$ cat config.mk
export PLATFORM = sky130hd
export DESIGN_NAME = tcau_core
export DESIGN_NICKNAME = d
export VERILOG_FILES = /design/src/hdl/tcau_pkg.sv /design/src/hdl/tcau_core.sv
export SDC_FILE = /design/constraint.sdc
export NUM_CORES = 1
export LEC_CHECK = 0
export BUFFER_PORTS_ARGS = -buffer_cell sky130_fd_sc_hd__buf_2
export CAP_MARGIN = 40
export CORE_MARGIN = 2
export CORE_UTILIZATION = 42
export DETAILED_ROUTE_END_ITERATION = 16
export PLACE_DENSITY_LB_ADDON = 0.25
export SLEW_MARGIN = 25
export SYNTH_ARGS = -nofsm -noshare
export SYNTH_HDL_FRONTEND = slang
export SYNTH_SLANG_ARGS = --single-unit
$ cat constraint.sdc
create_clock -name mclk -period 6.14 [get_ports mclk]
set_input_delay 0.614 -clock mclk [delete_from_list [all_inputs] [get_ports mclk]]
set_output_delay 0.614 -clock mclk [all_outputs]
set_load 0.01 [all_outputs]
$ cat src/hdl/tcau_pkg.sv
package tcau_pkg;

   // Command codes seen on the bus, least significant bit first.
   localparam logic [7:0] CMD_CONVERT      = 8'h44;
   localparam logic [7:0] CMD_COPY_NV      = 8'h48;
   localparam logic [7:0] CMD_ALARM_SEARCH = 8'hEC;
   localparam logic [7:0] CMD_ADDRESS_ALL  = 8'hCC;
   localparam logic [7:0] CMD_READ_SUPPLY  = 8'hB4;

   // Scratchpad byte indices.
   localparam logic [3:0] SP_TEMP_LSB  = 4'h0;
   localparam logic [3:0] SP_TEMP_MSB  = 4'h1;
   localparam logic [3:0] SP_HIGH_TRIP = 4'h2;
   localparam logic [3:0] SP_LOW_TRIP  = 4'h3;
   localparam logic [3:0] SP_CONFIG    = 4'h4;

   localparam logic [15:0] TEMP_RESET  = 16'h0550;
   localparam logic [1:0]  RES_DEFAULT = 2'h3;
   localparam int          RES_HIGH_BIT = 6;
   localparam int          RES_LOW_BIT  = 5;
   localparam int          CMP_MSB      = 11;
   localparam int          CMP_LSB      = 4;
   localparam logic [7:0]  CFG_FIXED    = 8'h1F;

   // Full conversion time at 12 bits, in microseconds.
   localparam int CONV_TIME_US  = 750000;
   localparam int CLK_MHZ       = 100;
   localparam int CONV_CYCLES   = CONV_TIME_US * CLK_MHZ;

   typedef enum logic [1:0] {
      TCAU_IDLE = 2'b01,
      TCAU_CONV = 2'b10
   } tcau_state_t;

   typedef struct packed {
      logic       valid;
      logic [7:0] code;
   } tcau_cmd_t;

   typedef struct packed {
      logic       wrEn;
      logic [3:0] index;
      logic [7:0] data;
   } tcau_sp_wr_t;

endpackage

$ cat src/hdl/tcau_core.sv
// Summary of operation
// - Resolutions 9 to 12 bits supported.
// - Power-up selects 12 bits, sits idle.
// - Command 44h converts, stores valid result, idles.
// - External supply: read slot 0 busy, 1 done.
// - Result stored sixteen bit sign-extended.
// - Low result bits forced to zero below 12 bits.
// - Result resets to 0550h, plus 85 degrees.
// - Trip points are 8-bit two's complement.
// - Trip points at bytes 2, 3, reset to 00h.
// - Compare only result bits 11 to 4.
// - Alarm when at or below low, or at or above high.
// - Alarm re-evaluated after every conversion.
// - Alarm search answered only while flagged.
// - External supply leaves bus free in supply query slot.
// - Supply query read slot low if parasite.
// - Config bits 6 and 5 pick resolution.
// - Bytes 0 and 1 hold result, read-only.
// - Bytes travel least significant bit first.
module tcau_core
   import tcau_pkg::*;
#(
   parameter int CONV_CYCLES_P = CONV_CYCLES
) (
   input  wire logic        mclk,
   input  wire logic        resetn,
   input  wire logic        clkEn,
   input  wire tcau_cmd_t   cmdIn,
   input  wire tcau_sp_wr_t spWr,
   input  wire logic [3:0]  spRdIndex,
   output logic [7:0]       spRdData,
   input  wire logic        readSlot,
   input  wire logic        supplyParasite,
   input  wire logic        sensorValid,
   input  wire logic [15:0] sensorCode,
   output logic             readBitOut,
   output logic             readBitOe,
   output logic             alarmFlag,
   output logic             alarmSearchActive,
   output logic             convBusy,
   output logic [1:0]       resolution,
   output logic [15:0]      temperatureResult,
   output logic [7:0]       alarmHighTrip,
   output logic [7:0]       alarmLowTrip
);

   localparam int CW = $clog2(CONV_CYCLES_P + 1);

   tcau_state_t   state_q, state_d;
   logic [CW-1:0] count_q, count_d;
   logic [CW-1:0] convLimit;
   logic [15:0]   temp_q, temp_d;
   logic [7:0]    high_q, low_q;
   logic [1:0]    res_q;
   logic          alarm_q, alarm_d;
   logic          lastCmdSupply_q, lastCmdAll_q, lastCmdConv_q;
   logic          supplyQuery_q, readBit_q, readOe_q;

   wire convStart   = cmdIn.valid && cmdIn.code == CMD_CONVERT && state_q == TCAU_IDLE;
   wire convDone    = state_q == TCAU_CONV && count_q == convLimit;
   wire isHighWr    = spWr.wrEn && spWr.index == SP_HIGH_TRIP;
   wire isLowWr     = spWr.wrEn && spWr.index == SP_LOW_TRIP;
   wire isCfgWr     = spWr.wrEn && spWr.index == SP_CONFIG;

   // Conversion time scales by halves per lost bit.
   assign convLimit = CW'(CONV_CYCLES_P >> (RES_DEFAULT - res_q));

   // Undefined low bits are forced to zero at reduced resolution.
   wire [15:0] maskedCode = sensorCode & (16'hFFFF << (RES_DEFAULT - res_q));
   wire [15:0] newTemp    = {{5{maskedCode[10]}}, maskedCode[10:0]};
   wire signed [7:0] cmpTemp = signed'(newTemp[CMP_MSB:CMP_LSB]);
   // Trip points are signed bytes, so the compare must stay signed throughout.
   wire alarmHit = (cmpTemp <= signed'(low_q)) || (cmpTemp >= signed'(high_q));

   always_comb begin
      state_d = state_q;
      count_d = count_q;
      temp_d  = temp_q;
      alarm_d = alarm_q;
      case (state_q)
         TCAU_IDLE: begin
            if (convStart) begin
               state_d = TCAU_CONV;
               count_d = '0;
            end
         end
         TCAU_CONV: begin
            count_d = count_q + CW'(1);
            if (convDone) begin
               state_d = TCAU_IDLE;
               if (sensorValid) begin
                  temp_d = newTemp;
               end
               alarm_d = alarmHit;
            end
         end
         default: state_d = TCAU_IDLE;
      endcase
   end

   always_ff @(posedge mclk or negedge resetn) begin
      if (!resetn) begin
         state_q <= TCAU_IDLE;
         count_q <= '0;
         temp_q  <= TEMP_RESET;
         alarm_q <= 1'b0;
      end else if (clkEn) begin
         state_q <= state_d;
         count_q <= count_d;
         temp_q  <= temp_d;
         alarm_q <= alarm_d;
      end
   end

   // Trip points and resolution; the result bytes ignore writes.
   always_ff @(posedge mclk or negedge resetn) begin
      if (!resetn) begin
         high_q <= 8'h00;
         low_q  <= 8'h00;
         res_q  <= RES_DEFAULT;
      end else if (clkEn) begin
         if (isHighWr) begin
            high_q <= spWr.data;
         end
         if (isLowWr) begin
            low_q <= spWr.data;
         end
         if (isCfgWr) begin
            res_q <= {spWr.data[RES_HIGH_BIT], spWr.data[RES_LOW_BIT]};
         end
      end
   end

   // Track the command history that steers read-slot answers.
   always_ff @(posedge mclk or negedge resetn) begin
      if (!resetn) begin
         lastCmdAll_q    <= 1'b0;
         lastCmdSupply_q <= 1'b0;
         lastCmdConv_q   <= 1'b0;
      end else if (clkEn) begin
         if (cmdIn.valid) begin
            // Command bytes arrive already assembled from the serial stream.
            lastCmdAll_q    <= cmdIn.code == CMD_ADDRESS_ALL;
            lastCmdSupply_q <= cmdIn.code == CMD_READ_SUPPLY && lastCmdAll_q;
            lastCmdConv_q   <= cmdIn.code == CMD_CONVERT;
         end else if (readSlot) begin
            lastCmdSupply_q <= 1'b0;
         end
      end
   end

   // Read-slot answers: supply type once, else progress of conversion on external supply.
   always_ff @(posedge mclk or negedge resetn) begin
      if (!resetn) begin
         readBit_q <= 1'b1;
         readOe_q  <= 1'b0;
         supplyQuery_q <= 1'b0;
      end else if (clkEn) begin
         supplyQuery_q <= lastCmdSupply_q;
         if (readSlot && lastCmdSupply_q) begin
            readBit_q <= !supplyParasite;
            readOe_q  <= supplyParasite;
         end else if (readSlot && lastCmdConv_q && !supplyParasite) begin
            readBit_q <= state_q != TCAU_CONV;
            readOe_q  <= state_q == TCAU_CONV;
         end else begin
            readBit_q <= 1'b1;
            readOe_q  <= 1'b0;
         end
      end
   end

   wire [7:0] cfgByte = CFG_FIXED | {1'b0, res_q, 5'h00};

   always_comb begin
      if (spRdIndex == SP_TEMP_LSB) begin
         spRdData = temp_q[7:0];
      end else if (spRdIndex == SP_TEMP_MSB) begin
         spRdData = temp_q[15:8];
      end else if (spRdIndex == SP_HIGH_TRIP) begin
         spRdData = high_q;
      end else if (spRdIndex == SP_LOW_TRIP) begin
         spRdData = low_q;
      end else if (spRdIndex == SP_CONFIG) begin
         spRdData = cfgByte;
      end else begin
         spRdData = 8'h00;
      end
   end

   assign readBitOut        = readBit_q;
   assign readBitOe         = readOe_q;
   assign alarmFlag         = alarm_q;
   assign alarmSearchActive = alarm_q;
   assign convBusy          = state_q == TCAU_CONV;
   assign resolution        = res_q;
   assign temperatureResult = temp_q;
   assign alarmHighTrip     = high_q;
   assign alarmLowTrip      = low_q;
endmodule

# Yosys cells after proc, flatten, opt, wreduce, memory -nomap -nowiden
# Index checks and enable logic that the tools add are counted.
dict set report word_totals {
  word_cells 75
  regBits 65
  inputBits 48
  out_inout_bits 47
}
dict set report classes {
  eq_ne 16
  mux 16
  n_shift 2
  order_cmp 2
  reduce_logical 24
  n_addsub 2
  bitwise 1
}
# cell count
set ops {}
lappend ops {{27-bit one-hot mux with 2 select lines} 1}
lappend ops {{8-bit 2-to-1 mux} 4}
lappend ops {{27-bit by 1-bit adder with 27-bit output (second input constant)} 1}
lappend ops {{27-bit == test} 1}
lappend ops {{27-bit 2-to-1 mux} 1}
lappend ops {{27-bit by 2-bit right shift with 27-bit output (first input constant)} 1}
lappend ops {{4-bit by 2-bit == test with 1-bit output (second input constant)} 4}
lappend ops {{8-bit == test (second input constant)} 2}
lappend ops {{16-bit by 2-bit << shifter with 11-bit output (first input constant)} 1}
lappend ops {{11-bit AND} 1}
lappend ops {{1-bit logical AND} 10}
lappend ops {{2-bit AND reduction} 5}
lappend ops {{3-bit AND reduction} 3}
lappend ops {{4-bit by 3-bit == test with 1-bit output (second input constant)} 2}
lappend ops {{8-bit by 7-bit == test with 1-bit output (second input constant)} 1}
lappend ops {{7-bit by 8-bit greater-or-equal comparator with 1-bit output} 1}
lappend ops {{7-bit by 8-bit less-or-equal comparator with 1-bit output} 1}
lappend ops {{7-bit 2-to-1 mux} 1}
lappend ops {{1-bit 2-to-1 mux} 6}
lappend ops {{4-bit by 1-bit == test with 1-bit output (second input constant)} 1}
lappend ops {{4-bit zero test} 1}
lappend ops {{2-bit 2-to-1 mux} 2}
lappend ops {{2-bit inequality test (second input constant)} 2}
lappend ops {{2-bit one-hot mux with 2 select lines} 1}
lappend ops {{other kinds (8)} 9}

# Depth between registers and ports, before layout
# Gate-level depths: netlist of run 1.
dict set report depth {
  ltp_word 6
  ltp_mapped 9
  ltp_nobuf 8
}

# Worst setup path after synthesis of run 1
# No wires, ideal clock.
dict set report synth_path {
  kind {reg2reg}
  startpoint {reg res_q[1] (netlist: resolution[1])}
  endpoint {reg temp_q[11] (netlist: temperatureResult[11])}
  required_ns 6.015
  setup_ns 0.125
  path_buffers 1
  arrival_ns 2.506
  synth_period_minus_slack_ns 2.631
  slack_ns 3.509
  path_stages_with_launch 9
  path_cell_list {dfstp_2 inv_1 ha_1 or3_1 a211oi_1 and4b_1 and3_1 buf_6 mux2_2}
}
dict set report synth_between {
  elab_chain_cells 5
  word_cells_on_any_way 7
  classes_between {add/sub (1); eq/ne (1); shift (2); bitwise (1); reduce/logical (2)}
}
# element line_no
set synth_rtl {}
lappend synth_rtl {{from (decl)} tcau_core.sv:54} ;# logic [1:0] res_q;
lappend synth_rtl {{from (signal assigned)} tcau_core.sv:129} ;# res_q <= {spWr.data[RES_HIGH_BIT], spWr.data[RES_LOW_BIT]};
lappend synth_rtl {{2-bit subtractor (*)} {tcau_core.sv:66, tcau_core.sv:69}}
lappend synth_rtl {{27-bit by 2-bit right shift with 27-bit output} tcau_core.sv:66} ;# assign convLimit = CW'(CONV_CYCLES_P >> (RES_DEFAULT - res_q));
lappend synth_rtl {{27-bit == test} tcau_core.sv:60} ;# wire convDone = state_q == TCAU_CONV && count_q == convLimit;
lappend synth_rtl {{1-bit logical AND} tcau_core.sv:60}
lappend synth_rtl {{4-bit AND reduction (no line)} --}
lappend synth_rtl {{to (signal assigned)} tcau_core.sv:110} ;# temp_q <= temp_d;
lappend synth_rtl {{to (decl)} tcau_core.sv:52} ;# logic [15:0] temp_q, temp_d;
# Mark *: on every way between the ends. The rest lies on a longest branch, timed or not.
# A chain may end at the register's enable or synchronous reset.

# Worst setup path after layout of run 1
dict set report layout_path {
  startpoint {reg res_q[1] (netlist: resolution[1])}
  endpoint {reg temp_q[5] (netlist: temperatureResult[5])}
}
# The elaborated chain is that of the path after synthesis.

==> results, run 1 <==
- The flow ran to the end, and the final reports show no timing, DRC or antenna violations.
- Setup repair after global routing left no endpoint under its margin.
- The multi-input combinational cells in the finished layout cover a total of 2070 um^2.
- Between clock sinks in the finished design, the worst skew comes to 0.00829 ns.
- The net count of the finished layout is 567.
- The path type of the worst min-delay path is in -> async.
- The width of the chip is 100 um.
- The sequential cells in the finished layout cover a total of 1640 um^2.
- The clock drives 65 sinks.
- The number of instances in the synthesized netlist is 410.
- The share of cells above drive strength 1 is 28.7%.
- The transition at the pin with the smallest max-transition slack is 0.646 ns.
- Row generation in the floorplan step produced 35 rows.
- The routability congestion estimate is 0.862.
- The final-layout fill cell count is 891.
- The number of design rule violations left after detail routing is 0.
- For this design the static power due to leakage is 0.00226 uW.
- The TritonCTS clock tree is built.
- TritonCTS created 9 clock buffers.
- The final-report setup violation count is 0.
- The remaining antenna violation count after routing is 0.
- The count of routing violations after the opening detailed-route iteration is 100.
- The data required time of the critical path is 6.36 ns.
- The via count of the first global-routing pass is 3,081.
- The maximum fanout along the worst path is 12.
- The HPWL reported at the end of detailed placement is 6930 um.
- Counting flops with a built-in enable in the synthesized netlist gives 0.
- The routed wire length is 9150 um.
- The floorplan step set the die height to 100 um.
- The worst-case headroom to the max-slew limit is 56.8%.
- The root buffer cell chosen for the clock tree is sky130_fd_sc_hd__clkbuf_8.
- The power per standard cell area is 220 nW/um^2.
- The average detailed-routed wire length per instance is 14.9 um.
- The period utilization is 50.8%.
- The number of antenna violations at the first check in global routing is 0.
- The critical path is of the reg -> reg type.
- The final-report max-slew violation count is 0.
- The endpoint arrival time on the critical path is 3.34 ns.
- Subtracting the final worst setup slack from the clock period gives 3.12 ns.
- In this run the tool buffered the top-level ports with 89 buffer cells.
- The proportion of register bits with asynchronous set or reset after synthesis is 100%.
- The clock tree synthesis step divided the H-tree into 3 levels.
- The total overflow reported by the global router is 0.
- The overall track demand over capacity in global routing is 18.9%.
- The later pin in the worst-skew pair is clocked with a latency of 0.34 ns.
- In this run, post-CTS repair resized a total of 0 instances.
- For this run, the register share of the synthesized area comes to 42.0%.
- The core region is 9110 um^2.
- The layout overhead on the synthesized area is 18.5%.
- The mapped netlist covers 3890 um^2.
- The post-CTS setup repair buffer count is 0.
- The Yosys step of the flow raised 0 warnings.
- After layout, the design draws a total of 1020 uW.
- The library cell used most frequently in the layout, excluding fill and tap cells, is sky130_fd_sc_hd__buf_2.
- The pin count of the biggest net entering global routing is 66.
- After detailed placement, the total cell area comes to 4420 um^2.
- The full die area is 10,100 um^2.
- Dividing the synthesized area by the synthesized cell count gives 9.50 um^2.
- Counting along the longest clock path gives a buffer depth of 2.
- STA classifies the critical path endpoint as a flop.
- The via count of the routed design is 3,298.
- In the routed layout, each cell is associated on average with a via count of 5.38.
- The count of final hold-check violations is 0.
- The I/O pin count is 95.
- The first global-routing pass estimated 15,100 um of wire.
- The unique cell type count in the Yosys netlist is 51.
- Based on the critical path, the design can be clocked at up to 320 MHz.
- For this run, the leading register cell type out of synthesis is sky130_fd_sc_hd__dfrtp_1.
- The number of synthesized register bits is 65.
- For this configuration, the core starts out at a cell density of 42.8%.
- Counting every net in the synthesized netlist gives 480.
- The largest vdd supply drop is 0.0000983 V.
- In this run, post-CTS hold repair placed 0 buffers.
- The library cells used most frequently in the layout, excluding fill and tap cells, are 89 x sky130_fd_sc_hd__buf_2, 57 x sky130_fd_sc_hd__dfrtp_1, 40 x sky130_fd_sc_hd__nor2_1, 32 x sky130_fd_sc_hd__nand2_1, 28 x sky130_fd_sc_hd__inv_1.
- The tool flagged a number of max-cap violations equal to 0.
- The first-pass detailed-route iteration total is 4.
- After the flow finishes, the layout carries non-filler instances totaling 613.
- The sum of negative setup slack is 0 ns.
- The total placed cells including tap cells is 596.
- After clock tree synthesis, the clock-pin slew on the worst setup and hold paths is 0.07 ns.
- After routing the design area is 4620 um^2.
- The antenna diode instance count is 0.
- The nature of the critical path startpoint is a flop.
-- cell type report --
| cell class | count | share of cell area, % |
|---|---|---|
| repair buffers | 93 | 10.7 |
| multi-input cells | 300 | 44.8 |
| clock inverters | 3 | 0.325 |
| flip-flops and latches | 65 | 35.4 |
| inverters | 28 | 2.28 |
| clock buffers | 13 | 3.44 |
| well taps | 111 | 3.01 |
-- power by group --
| group | switching (uW) | total, uW | internal, uW |
|---|---|---|---|
| registers | 27.0 | 483 | 456 |
| logic | 114 | 211 | 96.6 |
| clock network | 156 | 323 | 167 |
| total | 298 | 1020 | 720 |
-- cells in the mapped netlist, types with 2 or more instances --
| library cell | count | area, um^2 |
|---|---|---|
| sky130_fd_sc_hd__a211oi_1 | 4 | 30.0 |
| sky130_fd_sc_hd__a21o_1 | 8 | 60.1 |
| sky130_fd_sc_hd__a21oi_1 | 19 | 95.1 |
| sky130_fd_sc_hd__a31oi_1 | 2 | 12.5 |
| sky130_fd_sc_hd__and3_1 | 3 | 18.8 |
| sky130_fd_sc_hd__and4_1 | 2 | 17.5 |
| sky130_fd_sc_hd__buf_2 | 2 | 10.0 |
| sky130_fd_sc_hd__buf_4 | 5 | 37.5 |
| sky130_fd_sc_hd__clkbuf_1 | 9 | 33.8 |
| sky130_fd_sc_hd__dfrtp_1 | 57 | 1430 |
| sky130_fd_sc_hd__dfstp_2 | 8 | 210 |
| sky130_fd_sc_hd__ha_1 | 22 | 275 |
| sky130_fd_sc_hd__inv_1 | 28 | 105 |
| sky130_fd_sc_hd__mux2_2 | 22 | 248 |
| sky130_fd_sc_hd__mux2i_1 | 9 | 90.1 |
| sky130_fd_sc_hd__nand2_1 | 32 | 120 |
| sky130_fd_sc_hd__nand2b_1 | 3 | 18.8 |
| sky130_fd_sc_hd__nand3_1 | 16 | 80.1 |
| sky130_fd_sc_hd__nand3b_1 | 4 | 30.0 |
| sky130_fd_sc_hd__nand4_1 | 9 | 56.3 |
| sky130_fd_sc_hd__nand4b_1 | 4 | 35.0 |
| sky130_fd_sc_hd__nor2_1 | 40 | 150 |
| sky130_fd_sc_hd__nor2b_1 | 4 | 25.0 |
| sky130_fd_sc_hd__nor3_1 | 11 | 55.1 |
| sky130_fd_sc_hd__nor4_1 | 6 | 37.5 |
| sky130_fd_sc_hd__o21a_1 | 4 | 30.0 |
| sky130_fd_sc_hd__o21ai_0 | 21 | 105 |
| sky130_fd_sc_hd__o21bai_1 | 2 | 15.0 |
| sky130_fd_sc_hd__o22ai_1 | 4 | 25.0 |
| sky130_fd_sc_hd__or3_1 | 6 | 37.5 |
| sky130_fd_sc_hd__xnor2_1 | 14 | 123 |
| sky130_fd_sc_hd__xor2_1 | 11 | 96.3 |
-- through the flow --
stage          utilization, %  hold slack, ns  setup slack [ns]
2_1_floorplan               -           0.318              3.51
3_3_place_gp             48.5           0.463              3.06
3_5_place_dp             48.5           0.470              3.04
4_1_cts                  50.4           0.485              3.04
5_1_grt                  50.7           0.218              2.88
6_report                 50.7           0.225              3.02
-- critical path, stage by stage (launching register included) --
cell,delay [ns]
sky130_fd_sc_hd__dfstp_2,0.64
sky130_fd_sc_hd__inv_1,0.11
sky130_fd_sc_hd__ha_1,0.30
sky130_fd_sc_hd__or3_1,0.37
sky130_fd_sc_hd__a211oi_1,0.23
sky130_fd_sc_hd__and4b_1,0.35
sky130_fd_sc_hd__and3_1,0.59
sky130_fd_sc_hd__mux2_2,0.41
-- kinds of logic after synthesis --
logic type | count (synthesis) | share of synthesized area [%]
mux | 32 | 8.96
compound gates | 69 | 10.7
flops | 65 | 42.0
simple gates | 152 | 20.6
xor+xnor | 25 | 5.62
buf+inv | 45 | 5.08
fa+ha+maj | 22 | 7.07
-- final timing paths --
| path | from | endpoint | slack (ns) | depth (start not counted) |
|---|---|---|---|---|
| max | resolution[1] | temperatureResult[5] | 3.02 | 7 |
| min | resetn | temperatureResult[3] | 0.23 | 2 |
| max reg2reg | resolution[1] | temperatureResult[5] | 3.02 | 7 |
| min reg2reg | readBitOe | readBitOe | 0.48 | 1 |
| max in group asynchronous | resetn | resolution[0] | 5.32 | 3 |
| min in group mclk | readBitOe | readBitOe | 0.48 | 1 |
-- routing by layer --
layer | share of wire [%] | GRT usage (%) | wire length (um)
met1 | 47 | 25.6 | 4340
met2 | 47 | 31.1 | 4300
met3 | 4.1 | 3.34 | 372
met4 | 1.5 | 5.69 | 133
met5 | 0 | 0 | 0
-- sequential cells by signal (all words and copies together) (netlist names) --
signal and count:
readBitOe 1, alarmLowTrip 8, resolution 2, temperatureResult 12, readBitOut 1, alarmHighTrip 8
lastCmdConv_q 1, alarmFlag 1, state_q 2, lastCmdAll_q 1, count_q 27, lastCmdSupply_q 1
No activity file was read; power rests on OpenSTA's default activity.
==> inputs of run 2 (changes only) <==
==> constraint.sdc (replaced) <==
create_clock -name mclk -period 3.1 [get_ports mclk]
set_input_delay 0.31 -clock mclk [delete_from_list [all_inputs] [get_ports mclk]]
set_output_delay 0.31 -clock mclk [all_outputs]
set_load 0.01 [all_outputs]
==> results, run 2 (synthesis results as in run 1) <==
- The area occupied by registers came to 1640 um^2 (unchanged).
- The number of clock sinks is 65 (unchanged).
- The post-CTS setup repair buffer count is 0 (unchanged).
- STA classifies the critical path startpoint as a flop.
- The delay of the slowest cell on the worst path is 0.63 ns (about the same).
- The I/O pin count is 95 (unchanged).
- The critical path's slowest cell is sky130_fd_sc_hd__dfstp_2.
- The clock root buffer master is sky130_fd_sc_hd__clkbuf_8.
- The full die area was 10,100 um^2 (unchanged).
- The routed wire length is 9390 um (+2.6%).
- The number of nets in the finished design is 573 (+1.1%).
- The total overflow reported by the global router is 0 (unchanged).
- The transition at the pin with the smallest max-transition slack is 0.665 ns (+0.0186 ns).
- The power per standard cell area is 449 nW/um^2 (+100%).
- The critical path goes through inv_1 -> ha_1 -> or3_1 -> a211oi_1 -> and4b_1 -> and3_1 -> mux2_2.
- The number of standard cells in the layout, taps in and fillers out is 619 (+0.98%).
- The largest vdd supply drop came to 0.000215 V (+120%).
- In this run the worst setup path terminates at temperatureResult[5].
- The antenna diode instance count is 0 (unchanged).
- The endpoint identified for the worst register-to-register timing path is temperatureResult[5].
- The flow ran to the end, and the final reports show no timing, DRC or antenna violations.
- The final-report setup violation count is 0 (unchanged).
- The final-report max-slew violation count is 0 (unchanged).
- Setup repair after global routing left no endpoint under its margin.
- The average detailed-routed wire length per instance is 15.2 um (+1.6%).
- The via count of the first global-routing pass is 3,102 (+0.68%).
- The via count of the routed design was 3,275 (-0.70%).
- The endpoint arrival time on the critical path was 3.11 ns (-0.23 ns).
- The number of vias per cell is 5.29 (-1.7%).
- The number of cells upsized or downsized after cts is 0 (unchanged).
- The H-tree depth is 3 (unchanged).
- The sum of negative setup slack is 0 ns (unchanged).
- The global-route wire length before repair is 15,000 um (-0.37%).
- The final-layout fill cell count is 873 (-2.0%).
- The clock network latency to the later pin of the worst-skew pair is 0.35 ns (about the same).
- The routability congestion estimate is 0.917 (+6.4%).
- The count of final hold-check violations was 0 (unchanged).
- The count of standard-cell rows is 35 (unchanged).
- The first-pass detailed-route iteration total was 4 (unchanged).
- The maximum fanout along the worst path came to 11 (-1).
- The most common library cell in the layout ignoring fill and taps is sky130_fd_sc_hd__buf_2.
- Ranked by flip-flop count, first place goes to count_q.
- The remaining antenna violation count after routing came to 0 (unchanged).
- The data required time of the critical path is 3.33 ns (-3.03 ns).
- The overall track demand over capacity in global routing is 19.0% (+0.12 points).
- The critical path launch point is resolution[1].
- The die extent in y is 100 um (unchanged).
- The area of the core region is 9110 um^2 (unchanged).
- The area of the multi-input gates is 2070 um^2 (unchanged).
- The starting density of the core is 42.8% (unchanged).
- The TritonCTS clock tree is built.
- The worst setup path is captured at a flop.
- The pin count of the biggest net entering global routing is 28 (-58%).
- The number of design rule violations left after detail routing is 0 (unchanged).
- The clock tree buffer depth was 2 (unchanged).
- The share of cells above drive strength 1 was 29.7% (+1.0 points).
- The width of the chip is 100 um (unchanged).
- The path type of the worst min-delay path is in -> reg.
- The minimum setup slack among reg-to-reg paths is 0.22 ns (-2.80 ns).
- The setup path with the least slack is of type reg -> reg.
- The number of cells on the worst reg-to-reg path came to 7 (unchanged).
- The clock period minus worst slack was 2.88 ns (-0.239 ns).
- The achievable clock frequency is 347 MHz (+8.3%).
- The number of buffers added by the clock tree synthesis step came to 9 (unchanged).
- The count of maximum capacitance violations is 0 (unchanged).
- Relative to the synthesized area, the layout overhead comes to 19.8%.
- In this run the critical register-to-register path is launched from resolution[1].
- Leaving out fill and tap cells, the most frequent cells in the layout are 89 x sky130_fd_sc_hd__buf_2, 57 x sky130_fd_sc_hd__dfrtp_1, 40 x sky130_fd_sc_hd__nor2_1, 32 x sky130_fd_sc_hd__nand2_1, 28 x sky130_fd_sc_hd__inv_1.
- The total placed cells including tap cells came to 602 (+1.0%).
- The fraction of the core area covered by cells at the end of the flow is 51.2% (+0.54 points).
- The clock edge transition at the registers on the reported setup and hold paths is 0.08 ns (about the same).
- The HPWL reported at the end of detailed placement is 7210 um (+4.1%).
- The period utilization is 92.9% (+42 points).
- The number of input and output port buffers inserted is 89 (unchanged).
- The setup clock skew after layout is 0.00796 ns (-0.000330 ns).
- The count of routing violations after the opening detailed-route iteration came to 133 (+33%).
- The sum of internal, switching and leakage power is 2090 uW (+110%).
- The worst hold margin came to 0.175 ns (-0.0503 ns).
- The static leakage is 0.00229 uW (+0.95%).
- The number of antenna violations at the first check in global routing was 0 (unchanged).
- The number of flip-flops under the largest register name is 27 (unchanged).
- The worst-case headroom to the max-slew limit came to 55.7% (-1.1 points).
[run 2: cell count changes in the layout (fill, tap and decap cells not counted), sizes merged]
cell / previous run / this run
dlygate4sd3: 0 / 1
clkbuf: 13 / 9
bufinv: 0 / 1
clkinvlp: 0 / 3
buf: 93 / 98
[run 2: stage by stage]
| step | cell area [um^2] | setup slack, ns |
|---|---|---|
| finish | 4670 | 0.219 |
| global route | 4670 | 0.0788 |
| CTS | 4670 | 0.229 |
| detailed placement | 4460 | 0.248 |
| global placement | 4460 | 0.304 |
| floorplan | 3890 | 0.469 |
[run 2: worst max-delay path, delay by kind of cell, from the launching register on]
family | cells | cell delay, ns
AOI/OAI and AO/OA | 1 | 0.26
muxes | 1 | 0.39
DFF | 1 | 0.63
buffers and inverters | 1 | 0.10
and+or+nand+nor | 3 | 1.08
adders and majority gates | 1 | 0.30
[run 2: per-layer routing]
layer	vias up	GRT usage, %	wire (um)
li1	1630	-	-
met1	1550	26.2	4440
met2	84	30.2	4450
met3	11	2.99	385
met4	0	7.38	114
met5	-	0	0
[run 2: how the worst min path moves through the flow]
stage / slack [ns] / cells past startpoint / to / start
3_5_place_dp: 0.38 / 1 / temperatureResult[3] / resetn
6_report: 0.17 / 3 / alarmLowTrip[1] / spWr[1]
2_1_floorplan: 0.01 / 0 / alarmFlag / resetn
4_1_cts: 0.17 / 3 / alarmLowTrip[1] / spWr[1]
5_1_grt: 0.19 / 3 / alarmLowTrip[1] / spWr[1]
3_3_place_gp: 0.37 / 1 / temperatureResult[3] / resetn
[run 2: area by class of cell]
class / count / share of cell area [%]
multi-input cells: 300 / 44.3
clock buffers: 9 / 2.65
inverters: 28 / 2.25
well taps: 111 / 2.98
clock inverters: 7 / 1.53
flip-flops and latches: 65 / 35.1
repair buffers: 99 / 11.2
[run 2: repair_timing]
| item | CTS | global route |
|---|---|---|
| hold buffers | 1 | 0 |
| endpoints found under the hold margin | 2 | 0 |
| endpoints found under the setup margin | 0 | 0 |
[run 2: power breakdown]
part	internal (uW)	switching [uW]	leakage, uW
Combinational	190	226	0.00137
Sequential	903	52.3	0.000830
Clock	369	352	0.0000912
